<file path="src/rtl/dsm_pkg.sv">
package dsm_pkg;
  // register bus shape
  localparam int DATA_W = 32;
  localparam int ADDR_W = 4;
  localparam int REG_W = 8;
  localparam int SEL_W = 4;
  localparam int NSRC = 16;

  // register byte offsets
  localparam logic [ADDR_W-1:0] OFS_CTRL = 4'h0;
  localparam logic [ADDR_W-1:0] OFS_SRC = 4'h4;
  localparam logic [ADDR_W-1:0] OFS_HIGH = 4'h8;
  localparam logic [ADDR_W-1:0] OFS_LOW = 4'hC;

  // control register fields
  localparam int CTRL_EN_BIT = 7;
  localparam int CTRL_OINV_BIT = 4;
  localparam int CTRL_RDBK_BIT = 3;
  localparam int CTRL_SWBIT_BIT = 0;
  localparam logic [REG_W-1:0] CTRL_WMASK = 8'h91;
  localparam logic [REG_W-1:0] CTRL_RST = 8'h00;

  // source and carrier register fields
  localparam logic [REG_W-1:0] SRC_WMASK = 8'h0F;
  localparam logic [REG_W-1:0] CAR_WMASK = 8'h6F;
  localparam int CAR_INV_BIT = 6;
  localparam int CAR_SYNC_BIT = 5;
  localparam logic [REG_W-1:0] SEL_POR = 8'h00;

  // modulator source codes
  localparam logic [SEL_W-1:0] MOD_SW = 4'h0;
  localparam logic [SEL_W-1:0] MOD_PIN = 4'h1;
  localparam logic [SEL_W-1:0] MOD_CAPTURE_COMPARE_ONE = 4'h2;
  localparam logic [SEL_W-1:0] MOD_CAPTURE_COMPARE_TWO = 4'h3;
  localparam logic [SEL_W-1:0] MOD_PWMA = 4'h4;
  localparam logic [SEL_W-1:0] MOD_PWMB = 4'h5;
  localparam logic [SEL_W-1:0] MOD_CMP1 = 4'h6;
  localparam logic [SEL_W-1:0] MOD_CMP2 = 4'h7;
  localparam logic [SEL_W-1:0] MOD_SPI1 = 4'h8;
  localparam logic [SEL_W-1:0] MOD_SPI2 = 4'h9;
  localparam logic [SEL_W-1:0] MOD_UART = 4'hA;
  localparam logic [SEL_W-1:0] MOD_NCO = 4'hB;
  localparam logic [SEL_W-1:0] MOD_LC1 = 4'hC;

  // carrier source codes
  localparam logic [SEL_W-1:0] CAR_GND = 4'h0;
  localparam logic [SEL_W-1:0] CAR_PIN1 = 4'h1;
  localparam logic [SEL_W-1:0] CAR_PIN2 = 4'h2;
  localparam logic [SEL_W-1:0] CAR_REFCLK = 4'h3;
  localparam logic [SEL_W-1:0] CAR_CAPTURE_COMPARE_ONE = 4'h4;
  localparam logic [SEL_W-1:0] CAR_CAPTURE_COMPARE_TWO = 4'h5;
  localparam logic [SEL_W-1:0] CAR_PWMA = 4'h6;
  localparam logic [SEL_W-1:0] CAR_PWMB = 4'h7;
  localparam logic [SEL_W-1:0] CAR_NCO = 4'h8;
  localparam logic [SEL_W-1:0] CAR_RSVD = 4'h9;
  localparam logic [SEL_W-1:0] CAR_SYSCLK = 4'hA;
  localparam logic [SEL_W-1:0] CAR_FASTOSC = 4'hB;
  localparam logic [SEL_W-1:0] CAR_LC1 = 4'hC;

  // bus handshake states
  typedef enum logic {BUS_IDLE, BUS_ANSWER} bus_state_e;
endpackage : dsm_pkg

</file>
<file path="src/rtl/sync3.sv">
module sync3 #(
  parameter int W = 1
) (
  // clock and reset
  input wire logic clk_i,
  input wire logic reset_n_i,
  // async levels in, clean levels out
  input wire logic [W-1:0] async_i,
  output logic [W-1:0] sync_o
);
  import dsm_pkg::*;

  generate
    if (W < 1) begin : g_bad_w
      $error("sync3 needs W of at least 1");
    end
  endgenerate

  logic [W-1:0] s1_r, s2_r, s3_r, out_r;
  logic [W-1:0] out_nxt;

  ////////////////////////////////////////////////////////////////////////////
  // a bit moves only once stages two and three agree, filtering one-cycle glitches
  always_comb begin
    out_nxt = (~(s2_r ^ s3_r) & s3_r) | ((s2_r ^ s3_r) & out_r);
  end

  // first stage feeds only the second
  always_ff @(posedge clk_i or negedge reset_n_i) begin
    if (!reset_n_i) begin
      s1_r <= '0;
      s2_r <= '0;
      s3_r <= '0;
      out_r <= '0;
    end else begin
      s1_r <= async_i;
      s2_r <= s1_r;
      s3_r <= s2_r;
      out_r <= out_nxt;
    end
  end

  assign sync_o = out_r;
endmodule : sync3

</file>
<file path="src/rtl/src_select.sv">
module src_select #(
  parameter int SW = 4
) (
  // candidate sources, indexed by select code
  input wire logic [(1<<SW)-1:0] src_i,
  input wire logic [SW-1:0] sel_i,
  input wire logic invert_i,
  // chosen signal after polarity
  output logic sig_o
);
  generate
    if (SW < 1) begin : g_bad_sw
      $error("src_select needs SW of at least 1");
    end
  endgenerate

  // plain decode; polarity after the mux keeps one xor per path
  always_comb begin
    sig_o = src_i[sel_i] ^ invert_i;
  end
endmodule : src_select

</file>
<file path="src/rtl/signal_modulator.sv">
// The placing of the registers and the Avalon-MM register port were chosen for this implementation.
module signal_modulator
  import dsm_pkg::*;
(
  // clock, power-on reset, other device resets
  input wire logic clk_i,
  input wire logic reset_n_i,
  input wire logic dev_reset_i,
  // avalon-mm slave
  input wire logic [ADDR_W-1:0] avs_address_i,
  input wire logic avs_read_i,
  input wire logic avs_write_i,
  input wire logic [DATA_W-1:0] avs_writedata_i,
  input wire logic [3:0] avs_byteenable_i,
  output logic [DATA_W-1:0] avs_readdata_o,
  output logic avs_waitrequest_o,
  // on-chip sources, same clock
  input wire logic [3:0] logic_cell_i,
  input wire logic numeric_oscillator_out_i,
  input wire logic uart_transmit_out_i,
  input wire logic serial_port_one_data_out_i,
  input wire logic serial_port_two_data_out_i,
  input wire logic comparator_one_out_i,
  input wire logic comparator_two_out_i,
  input wire logic pulse_width_out_a_i,
  input wire logic pulse_width_out_b_i,
  input wire logic capture_compare_one_i,
  input wire logic capture_compare_two_i,
  // asynchronous sources
  input wire logic external_modulator_pin_i,
  input wire logic external_carrier_pin_one_i,
  input wire logic external_carrier_pin_two_i,
  input wire logic internal_fast_oscillator_i,
  input wire logic reference_clock_signal_i,
  // modulated output
  output logic signal_modulator_o
);

  bus_state_e state_r, state_nxt;
  logic wait_r, wait_nxt;
  logic [DATA_W-1:0] rdata_r, rdata_nxt;
  logic [REG_W-1:0] ctrl_r, ctrl_nxt;
  logic [REG_W-1:0] src_r, src_nxt, high_r, high_nxt, low_r, low_nxt;
  logic [REG_W-1:0] rd_ctrl;
  logic [4:0] async_s;
  logic sysdiv_r, sysdiv_nxt;
  logic [NSRC-1:0] mod_vec, car_vec;
  logic mod_sig, hc, lc;
  logic hc_prev_r, lc_prev_r, hc_prev_nxt, lc_prev_nxt;
  logic hi_en_r, lo_en_r, hi_en_nxt, lo_en_nxt;
  logic fall_h, fall_l, mix, val;
  logic out_r, out_nxt, rdbk_r, rdbk_nxt;
  logic hsync, lsync;

  ////////////////////////////////////////////////////////////////////////////
  // pins and foreign clocks pass four flops before use
  sync3 #(.W(5)) u_sync (
    .clk_i(clk_i),
    .reset_n_i(reset_n_i),
    .async_i({reference_clock_signal_i, internal_fast_oscillator_i,
              external_carrier_pin_two_i, external_carrier_pin_one_i,
              external_modulator_pin_i}),
    .sync_o(async_s)
  );

  ////////////////////////////////////////////////////////////////////////////
  // register bus: one wait cycle, then answer
  always_comb begin
    rd_ctrl = ctrl_r;
    rd_ctrl[CTRL_RDBK_BIT] = rdbk_r;
  end

  always_comb begin
    state_nxt = state_r;
    wait_nxt = 1'b1;
    rdata_nxt = rdata_r;
    ctrl_nxt = ctrl_r;
    src_nxt = src_r;
    high_nxt = high_r;
    low_nxt = low_r;
    case (state_r)
      BUS_IDLE: begin
        if (avs_read_i || avs_write_i) begin
          state_nxt = BUS_ANSWER;
          wait_nxt = 1'b0;
          rdata_nxt = '0; // unmapped reads answer zero
          case (avs_address_i)
            OFS_CTRL: rdata_nxt[REG_W-1:0] = rd_ctrl;
            OFS_SRC: rdata_nxt[REG_W-1:0] = src_r;
            OFS_HIGH: rdata_nxt[REG_W-1:0] = high_r;
            OFS_LOW: rdata_nxt[REG_W-1:0] = low_r;
            default: rdata_nxt = '0;
          endcase
        end
      end
      BUS_ANSWER: begin
        state_nxt = BUS_IDLE;
        // write lands on the edge where waitrequest is seen low
        if (avs_write_i && avs_byteenable_i[0]) begin
          case (avs_address_i)
            OFS_CTRL: ctrl_nxt = avs_writedata_i[REG_W-1:0] & CTRL_WMASK;
            OFS_SRC: src_nxt = avs_writedata_i[REG_W-1:0] & SRC_WMASK;
            OFS_HIGH: high_nxt = avs_writedata_i[REG_W-1:0] & CAR_WMASK;
            OFS_LOW: low_nxt = avs_writedata_i[REG_W-1:0] & CAR_WMASK;
            default: ctrl_nxt = ctrl_r;
          endcase
        end
      end
      default: state_nxt = BUS_IDLE;
    endcase
    // device reset clears control only; selectors ride through it
    if (dev_reset_i) begin
      ctrl_nxt = CTRL_RST;
    end
  end

  // selectors have no defined reset in silicon; power-on gives zero here
  always_ff @(posedge clk_i or negedge reset_n_i) begin
    if (!reset_n_i) begin
      state_r <= BUS_IDLE;
      wait_r <= 1'b1;
      rdata_r <= '0;
      ctrl_r <= CTRL_RST;
      src_r <= SEL_POR;
      high_r <= SEL_POR;
      low_r <= SEL_POR;
    end else begin
      state_r <= state_nxt;
      wait_r <= wait_nxt;
      rdata_r <= rdata_nxt;
      ctrl_r <= ctrl_nxt;
      src_r <= src_nxt;
      high_r <= high_nxt;
      low_r <= low_nxt;
    end
  end

  assign avs_waitrequest_o = wait_r;
  assign avs_readdata_o = rdata_r;

  ////////////////////////////////////////////////////////////////////////////
  // source vectors, indexed by select code
  always_comb begin
    mod_vec = '0;
    mod_vec[MOD_SW] = ctrl_r[CTRL_SWBIT_BIT];
    mod_vec[MOD_PIN] = async_s[0];
    mod_vec[MOD_CAPTURE_COMPARE_ONE] = capture_compare_one_i;
    mod_vec[MOD_CAPTURE_COMPARE_TWO] = capture_compare_two_i;
    mod_vec[MOD_PWMA] = pulse_width_out_a_i;
    mod_vec[MOD_PWMB] = pulse_width_out_b_i;
    mod_vec[MOD_CMP1] = comparator_one_out_i;
    mod_vec[MOD_CMP2] = comparator_two_out_i;
    mod_vec[MOD_SPI1] = serial_port_one_data_out_i;
    mod_vec[MOD_SPI2] = serial_port_two_data_out_i;
    mod_vec[MOD_UART] = uart_transmit_out_i;
    mod_vec[MOD_NCO] = numeric_oscillator_out_i;
    mod_vec[MOD_LC1 +: 4] = logic_cell_i;
    car_vec = '0;
    car_vec[CAR_GND] = 1'b0;
    car_vec[CAR_PIN1] = async_s[1];
    car_vec[CAR_PIN2] = async_s[2];
    car_vec[CAR_REFCLK] = async_s[4];
    car_vec[CAR_CAPTURE_COMPARE_ONE] = capture_compare_one_i;
    car_vec[CAR_CAPTURE_COMPARE_TWO] = capture_compare_two_i;
    car_vec[CAR_PWMA] = pulse_width_out_a_i;
    car_vec[CAR_PWMB] = pulse_width_out_b_i;
    car_vec[CAR_NCO] = numeric_oscillator_out_i;
    car_vec[CAR_RSVD] = 1'b0;
    car_vec[CAR_SYSCLK] = sysdiv_r;
    car_vec[CAR_FASTOSC] = async_s[3];
    car_vec[CAR_LC1 +: 4] = logic_cell_i;
  end

  // modulator never inverted; carriers share one decode
  src_select #(.SW(SEL_W)) u_mod_sel (
    .src_i(mod_vec),
    .sel_i(src_r[SEL_W-1:0]),
    .invert_i(1'b0),
    .sig_o(mod_sig)
  );

  src_select #(.SW(SEL_W)) u_high_sel (
    .src_i(car_vec),
    .sel_i(high_r[SEL_W-1:0]),
    .invert_i(high_r[CAR_INV_BIT]),
    .sig_o(hc)
  );

  src_select #(.SW(SEL_W)) u_low_sel (
    .src_i(car_vec),
    .sel_i(low_r[SEL_W-1:0]),
    .invert_i(low_r[CAR_INV_BIT]),
    .sig_o(lc)
  );

  ////////////////////////////////////////////////////////////////////////////
  // carrier gating and output
  // system clock cannot sample itself; its carrier is the clock halved
  always_comb begin
    hsync = high_r[CAR_SYNC_BIT];
    lsync = low_r[CAR_SYNC_BIT];
    sysdiv_nxt = ~sysdiv_r;
    hc_prev_nxt = hc;
    lc_prev_nxt = lc;
    fall_h = hc_prev_r & ~hc;
    fall_l = lc_prev_r & ~lc;
    // a synced carrier changes state only at its own falling edge
    hi_en_nxt = (!hsync || fall_h) ? mod_sig : hi_en_r;
    lo_en_nxt = (!lsync || fall_l) ? ~mod_sig : lo_en_r;
    mix = (hc & hi_en_r) | (lc & lo_en_r);
    val = mix ^ ctrl_r[CTRL_OINV_BIT];
    out_nxt = ctrl_r[CTRL_EN_BIT] ? val : 1'b0;
    rdbk_nxt = val;
    if (dev_reset_i) begin
      hi_en_nxt = 1'b0;
      lo_en_nxt = 1'b0;
      out_nxt = 1'b0;
    end
  end

  always_ff @(posedge clk_i or negedge reset_n_i) begin
    if (!reset_n_i) begin
      sysdiv_r <= 1'b0;
      hc_prev_r <= 1'b0;
      lc_prev_r <= 1'b0;
      hi_en_r <= 1'b0;
      lo_en_r <= 1'b0;
      out_r <= 1'b0;
      rdbk_r <= 1'b0;
    end else begin
      sysdiv_r <= sysdiv_nxt;
      hc_prev_r <= hc_prev_nxt;
      lc_prev_r <= lc_prev_nxt;
      hi_en_r <= hi_en_nxt;
      lo_en_r <= lo_en_nxt;
      out_r <= out_nxt;
      rdbk_r <= rdbk_nxt;
    end
  end

  assign signal_modulator_o = out_r;
endmodule : signal_modulator

</file>
<file path="config.mk">
export PLATFORM = sky130hd
export DESIGN_NAME = signal_modulator
export DESIGN_NICKNAME = d
export VERILOG_FILES = /design/src/rtl/dsm_pkg.sv /design/src/rtl/sync3.sv /design/src/rtl/src_select.sv /design/src/rtl/signal_modulator.sv
export SDC_FILE = /design/constraint.sdc
export NUM_CORES = 1
export LEC_CHECK = 0
export BUFFER_PORTS_ARGS = -buffer_cell sky130_fd_sc_hd__clkbuf_2
export CAP_MARGIN = 20
export CORE_ASPECT_RATIO = 0.6
export CORE_MARGIN = 2
export CORE_UTILIZATION = 45
export DETAILED_ROUTE_END_ITERATION = 10
export PLACE_DENSITY_LB_ADDON = 0.12
export SLEW_MARGIN = 10
export SYNTH_ARGS = -nofsm -noshare
export SYNTH_HDL_FRONTEND = slang
export SYNTH_SLANG_ARGS = --single-unit
</file>
<file path="constraint.sdc">
create_clock -name clk_i -period 2.08 [get_ports clk_i]
set_clock_uncertainty 0.05 [all_clocks]
set_input_delay 0.208 -clock clk_i [delete_from_list [all_inputs] [get_ports clk_i]]
set_output_delay 0.208 -clock clk_i [all_outputs]
set_load 0.02 [all_outputs]
</file>
Word-level counts from Yosys, hierarchy flattened
Cells that the tools add are included.

word-level totals
  bits in latches = 0
  bits in read-only memories = 0
  memories = 0
  register bits after elaboration = 61
  bits in writable memories = 0
  input port bits = 64
  logic and storage cells = 80
  output and inout bits = 34

cells by class
  reduce and logical (&&, ||, !) cells = 17
  order comparisons = 3
  div/mod/pow operators = 0
  bitwise logic cells = 18
  shift operators = 0
  add/subtract/negate cells = 0
  eq/ne operators = 3
  multipliers = 0
  mux-type cells = 21

operators by type and width
  kind                                                                    count
  8-bit two-way mux                                                       4
  8-bit one-hot mux with 4 select lines                                   1
  4-bit by 5-bit < comparator with 1-bit output (second input constant)   3
  1-bit binary-select mux with 4-bit select                               3
  1-bit two-way mux                                                       12
  3-bit AND reduction                                                     4
  5-bit bitwise AND                                                       2
  2-bit nonzero test                                                      5
  4-bit equality test (second input constant)                             2
  1-bit NOT                                                               5
  5-bit NOT                                                               1
  5-bit bitwise OR                                                        1
  5-bit bitwise XOR                                                       1
  1-bit bitwise AND                                                       4
  4-bit by 3-bit equality test with 1-bit output (second input constant)  1
  4-bit logical NOT                                                       1
  1-bit logical OR                                                        3
  1-bit bitwise XOR                                                       3
  1-bit logical NOT                                                       2
  1-bit one-hot mux with 2 select lines                                   1
  2-bit AND reduction                                                     1
  1-bit logical AND                                                       1
  1-bit bitwise OR                                                        1

Longest topological paths before layout
  depth in word-level cells = 8
  gate-level depth with buffers = 7

Cells and area by module
Synthesis repeated with hierarchy kept, for this count alone.

second synthesis, totals
  cell total of the unflattened synthesis = 182
  area, all modules = 2703.8 µm²

by module, submodules not included
  module            instances  area an instance (µm²)  cells each
  signal_modulator  1          1737.9                  139
  sync3             1          556.8                   25
  src_select        3          136.4                   6

Least setup slack after synthesis
No wires, ideal clock.

  kind = reg-to-reg
  start = reg low_r[0]
  end = reg lo_en_r
  arrival = 2.008 ns
  slack = -0.105 ns
  path buffers = 1
  data required time = 1.903 ns
  cell stages (with the launch flop) = 7
  cells stage by stage = dfrtp_1 buf_6 mux4_2 mux4_2 xor2_2 o21ai_2 mux2_1

between the ends
  word-level cells in the longest chain between the ends = 7

ends and longest elaborated chain
  what                                       line                     text
  from (decl)                                signal_modulator.sv:43   logic [REG_W-1:0] src_r, src_nxt, high_r, high_nxt, low_r, low_nxt;
  from (signal assigned)                     signal_modulator.sv:134  low_r <= low_nxt;
  1-bit binary-select mux with 4-bit select  src_select.sv:19         sig_o = src_i[sel_i] ^ invert_i;
  1-bit two-way mux (not written as such)    src_select.sv:19
  1-bit bitwise XOR                          src_select.sv:19
  via lc                                     signal_modulator.sv:48   logic mod_sig, hc, lc;
  1-bit NOT                                  signal_modulator.sv:206  fall_l = lc_prev_r & ~lc;
  1-bit bitwise AND                          signal_modulator.sv:206
  1-bit logical OR                           signal_modulator.sv:209  lo_en_nxt = (!lsync || fall_l) ? ~mod_sig : lo_en_r;
  2-bit nonzero test (no source line)        n/a
  to (signal assigned)                       signal_modulator.sv:235  lo_en_r <= lo_en_nxt;
  to (decl)                                  signal_modulator.sv:50   logic hi_en_r, lo_en_r, hi_en_nxt, lo_en_nxt;

The timed path passes the listed nets, and every way through them passes these cells. The select of a mux whose other input is x is not followed.
A chain may end at the register's enable or synchronous reset.

Worst setup path in the final report
Same ends and word-level chain as after synthesis.

==> results.cfg <==
[status]
status = finished with violations
violations = setup timing

[sta]
relSlewSlack = 0.653
timing.final.ws_setup_ns = -0.149
timing.fmax_ghz = 0.449
timing.final.crit_share = 1.07
period_needed_ns = 2.23
hold_ws_ns = 0.0723
final-hold-violation-count = 0
finalMaxSlewViolations = 0
setup_viol = 4
tightest_slew_ns = 0.516
rsz0062_at_grt = true

[critical_path]
critical_path_class = flop to flop
crit_arrival_ns = 2.38
cp.required_ns = 2.23
start_kind = flop
cpPeakStageDelay_ns = 0.52
end_kind = flop
crit_chain = mux4_2 -> mux4_2 -> xor2_2 -> o21ai_2 -> mux2_1
worst_path_max_delay_cell = mux4_2
critical_path.max_fanout = 4
crit_top_cell = mux4_2

[finish]
diodes = 0
layout-drive-gt1-share = 0.405
areaGrowthSynthToFinish_pct = 21.0
final_cell_area_um2 = 3260
fin_nets = 342
instances_no_fill = 359

[yosys]
async_flop_share = 1.00
synthCells = 206
synth_edf_count = 0
syn_avg_cell_area_um2 = 13.1
synth-main-ff-cell = dfrtp_1
synthDistinctLibCells = 38
ys_seq_area_frac = 0.521
ys_warn_count = 0
synthesis.area_um2 = 2690
ys_ff_latch = 56

[global_route]
grt_pass1_wl_mm = 8.96
grt.total_usage = 0.178
grt_max_degree = 57
overflow = 0
antenna_found_initial = 0
grt_pass1_vias = 1659

[floorplanning]
io_pins = 98
die_area_um2 = 6630
rows = 21
fp.dieW_um = 104
die_h_um = 63.9
coreArea_um2 = 5680
start_util = 0.474

[clock_tree]
cts_setup_buffers = 0
root_buffer = clkbuf_8
clkTransAtPathRegs_ns = 0.11
cts_tree = done
numCtsBuffers = 5
clk_latency_ns = 0.31
cts.sinks = 56
ctsHtreeMaxLevel = 2
cts_max_path_buffers = 2

[placed_design]
place_ws_ns = -0.204
place_congestion = 0.831
post-dp-hpwl_mm = 4.25
io_buffer_count = 46
placed_area_um2 = 3050
dp.cells = 345

[drt]
wl_per_cell_um = 15.3
via_per_inst = 4.90
dr.pass1.iters = 4
drtAntennaViolNets = 0
drt_iter0_drc = 84
drc = 0
num_vias = 1758
wirelength_mm = 5.49

[power_and_ir_drop]
p_total_uw = 2600
powerDensity_nw_per_um2 = 798
total_leakage_power_uw = 0.00154
ir_drop_mv = 0.426

[hold_path]
worstHoldPathType = primary input to flop

[run]
drv_cap = 0
[cells in the mapped netlist (3+ instances only)]
library cell	number	share of area
dfrtp_1	55	0.51
nand3_1	5	0.0093
buf_4	25	0.070
clkbuf_1	3	0.0042
nor2_1	10	0.014
maj3_1	5	0.019
inv_1	4	0.0056
nor2b_1	3	0.0070
o21ai_0	6	0.011
mux2i_1	16	0.060
nand2_1	15	0.021
mux2_2	18	0.075
mux4_2	10	0.084
[stage by stage]
stage                      util  TNS [ns]
after CTS                 0.572    -0.533
after global routing      0.574    -0.674
after floorplan               -    -0.105
after global placement    0.537    -0.316
after detailed placement  0.537    -0.492
final                     0.574    -0.339
[flip-flops by register name (all words and copies together) (netlist names), named ones only]
signal and count:
avs_readdata_o 8, high_r 6, low_r 6, u_sync.s1_r 5, u_sync.s2_r 5, u_sync.s3_r 5, src_r 4, ctrl_r 3
avs_waitrequest_o 1, hc_prev_r 1, hi_en_r 1, lc_prev_r 1, lo_en_r 1, rdbk_r 1, signal_modulator_o 1, state_r 1
sysdiv_r 1
[cell usage in the layout (no fill, tap or decap), types with 2 or more instances in the layout]
cell type,synthesis,final
buf_4,25,18
dlygate4sd3_1,0,6
dfrtp_1,55,54
a22o_1,2,2
nor4_1,2,2
nor2b_1,3,3
mux4_2,10,10
a22oi_1,2,2
maj3_1,5,5
nor3_1,2,2
clkbuf_2,0,46
o21ai_0,6,6
conb_1,1,24
clkbuf_8,0,6
nand2_1,15,15
mux2_2,18,17
nor2_1,10,10
mux2i_1,16,16
nand2b_1,2,2
inv_1,4,4
nand3_1,5,5
[report_power, final]
group          leakage, µW  switching, µW  internal, µW
clock network    0.0000614            349           394
logic             0.000771            265           286
registers         0.000706            103          1200
total              0.00154            717          1880
[worst max-delay path, delay by kind of cell, from the launching register on]
family	cells	cell delay (ns)
mux	3	1.34
flops	1	0.42
xor+xnor	1	0.19
compound gates	1	0.13
[kinds of logic after synthesis]
group | share of synthesized area
buffers and inverters | 0.0879
AND/OR/NAND/NOR | 0.0870
flip-flops | 0.521
AO/OA/AOI/OAI | 0.0419
XOR/XNOR | 0.00930
adder cells (fa/ha/maj) | 0.0186
other | 0.00139
multiplexers | 0.233
[layer usage]
metal  share of wire  wire length [µm]  track usage  vias to the layer above
met5               0                 0            0                        -
met4          0.0053                29       0.0304                        0
met3           0.075               411       0.0449                        5
met2            0.38              2090        0.224                       63
met1            0.54              2960        0.300                      863
li1                -                 -            -                      827
[repair_timing]
item / 4_1_cts / 5_1_grt
endpoints found under the hold margin: 60 / 0
hold buffers: 6 / 0
resized for setup: 3 / 3
cloned: 0 / 0
setup endpoints to repair: 4 / 4
pin swaps: 3 / 0
[final timing paths]
| kind | from | to | slack [ns] | cells after the start |
|---|---|---|---|---|
| min reg2reg | u_sync.s1_r[1] | u_sync.s2_r[1] | 0.31 | 0 |
| min in group asynchronous | reset_n_i | signal_modulator_o | 0.39 | 3 |
| max | low_r[0] | lo_en_r | -0.15 | 5 |
| max reg2reg | low_r[0] | lo_en_r | -0.15 | 5 |
| min | avs_writedata_i[5] | high_r[5] | 0.07 | 3 |
| max in group asynchronous | reset_n_i | avs_waitrequest_o | 1.31 | 3 |
[layout make-up]
type	count	area [µm²]
clock buffers	6	82.6
clock inverters	2	38.8
fillers	487	2420
inverters	4	15.0
multi-input cells	139	1160
flip-flops and latches	56	1400
well taps	80	100
repair buffers	72	457
Note: power is estimated with default switching activity, not from simulation.
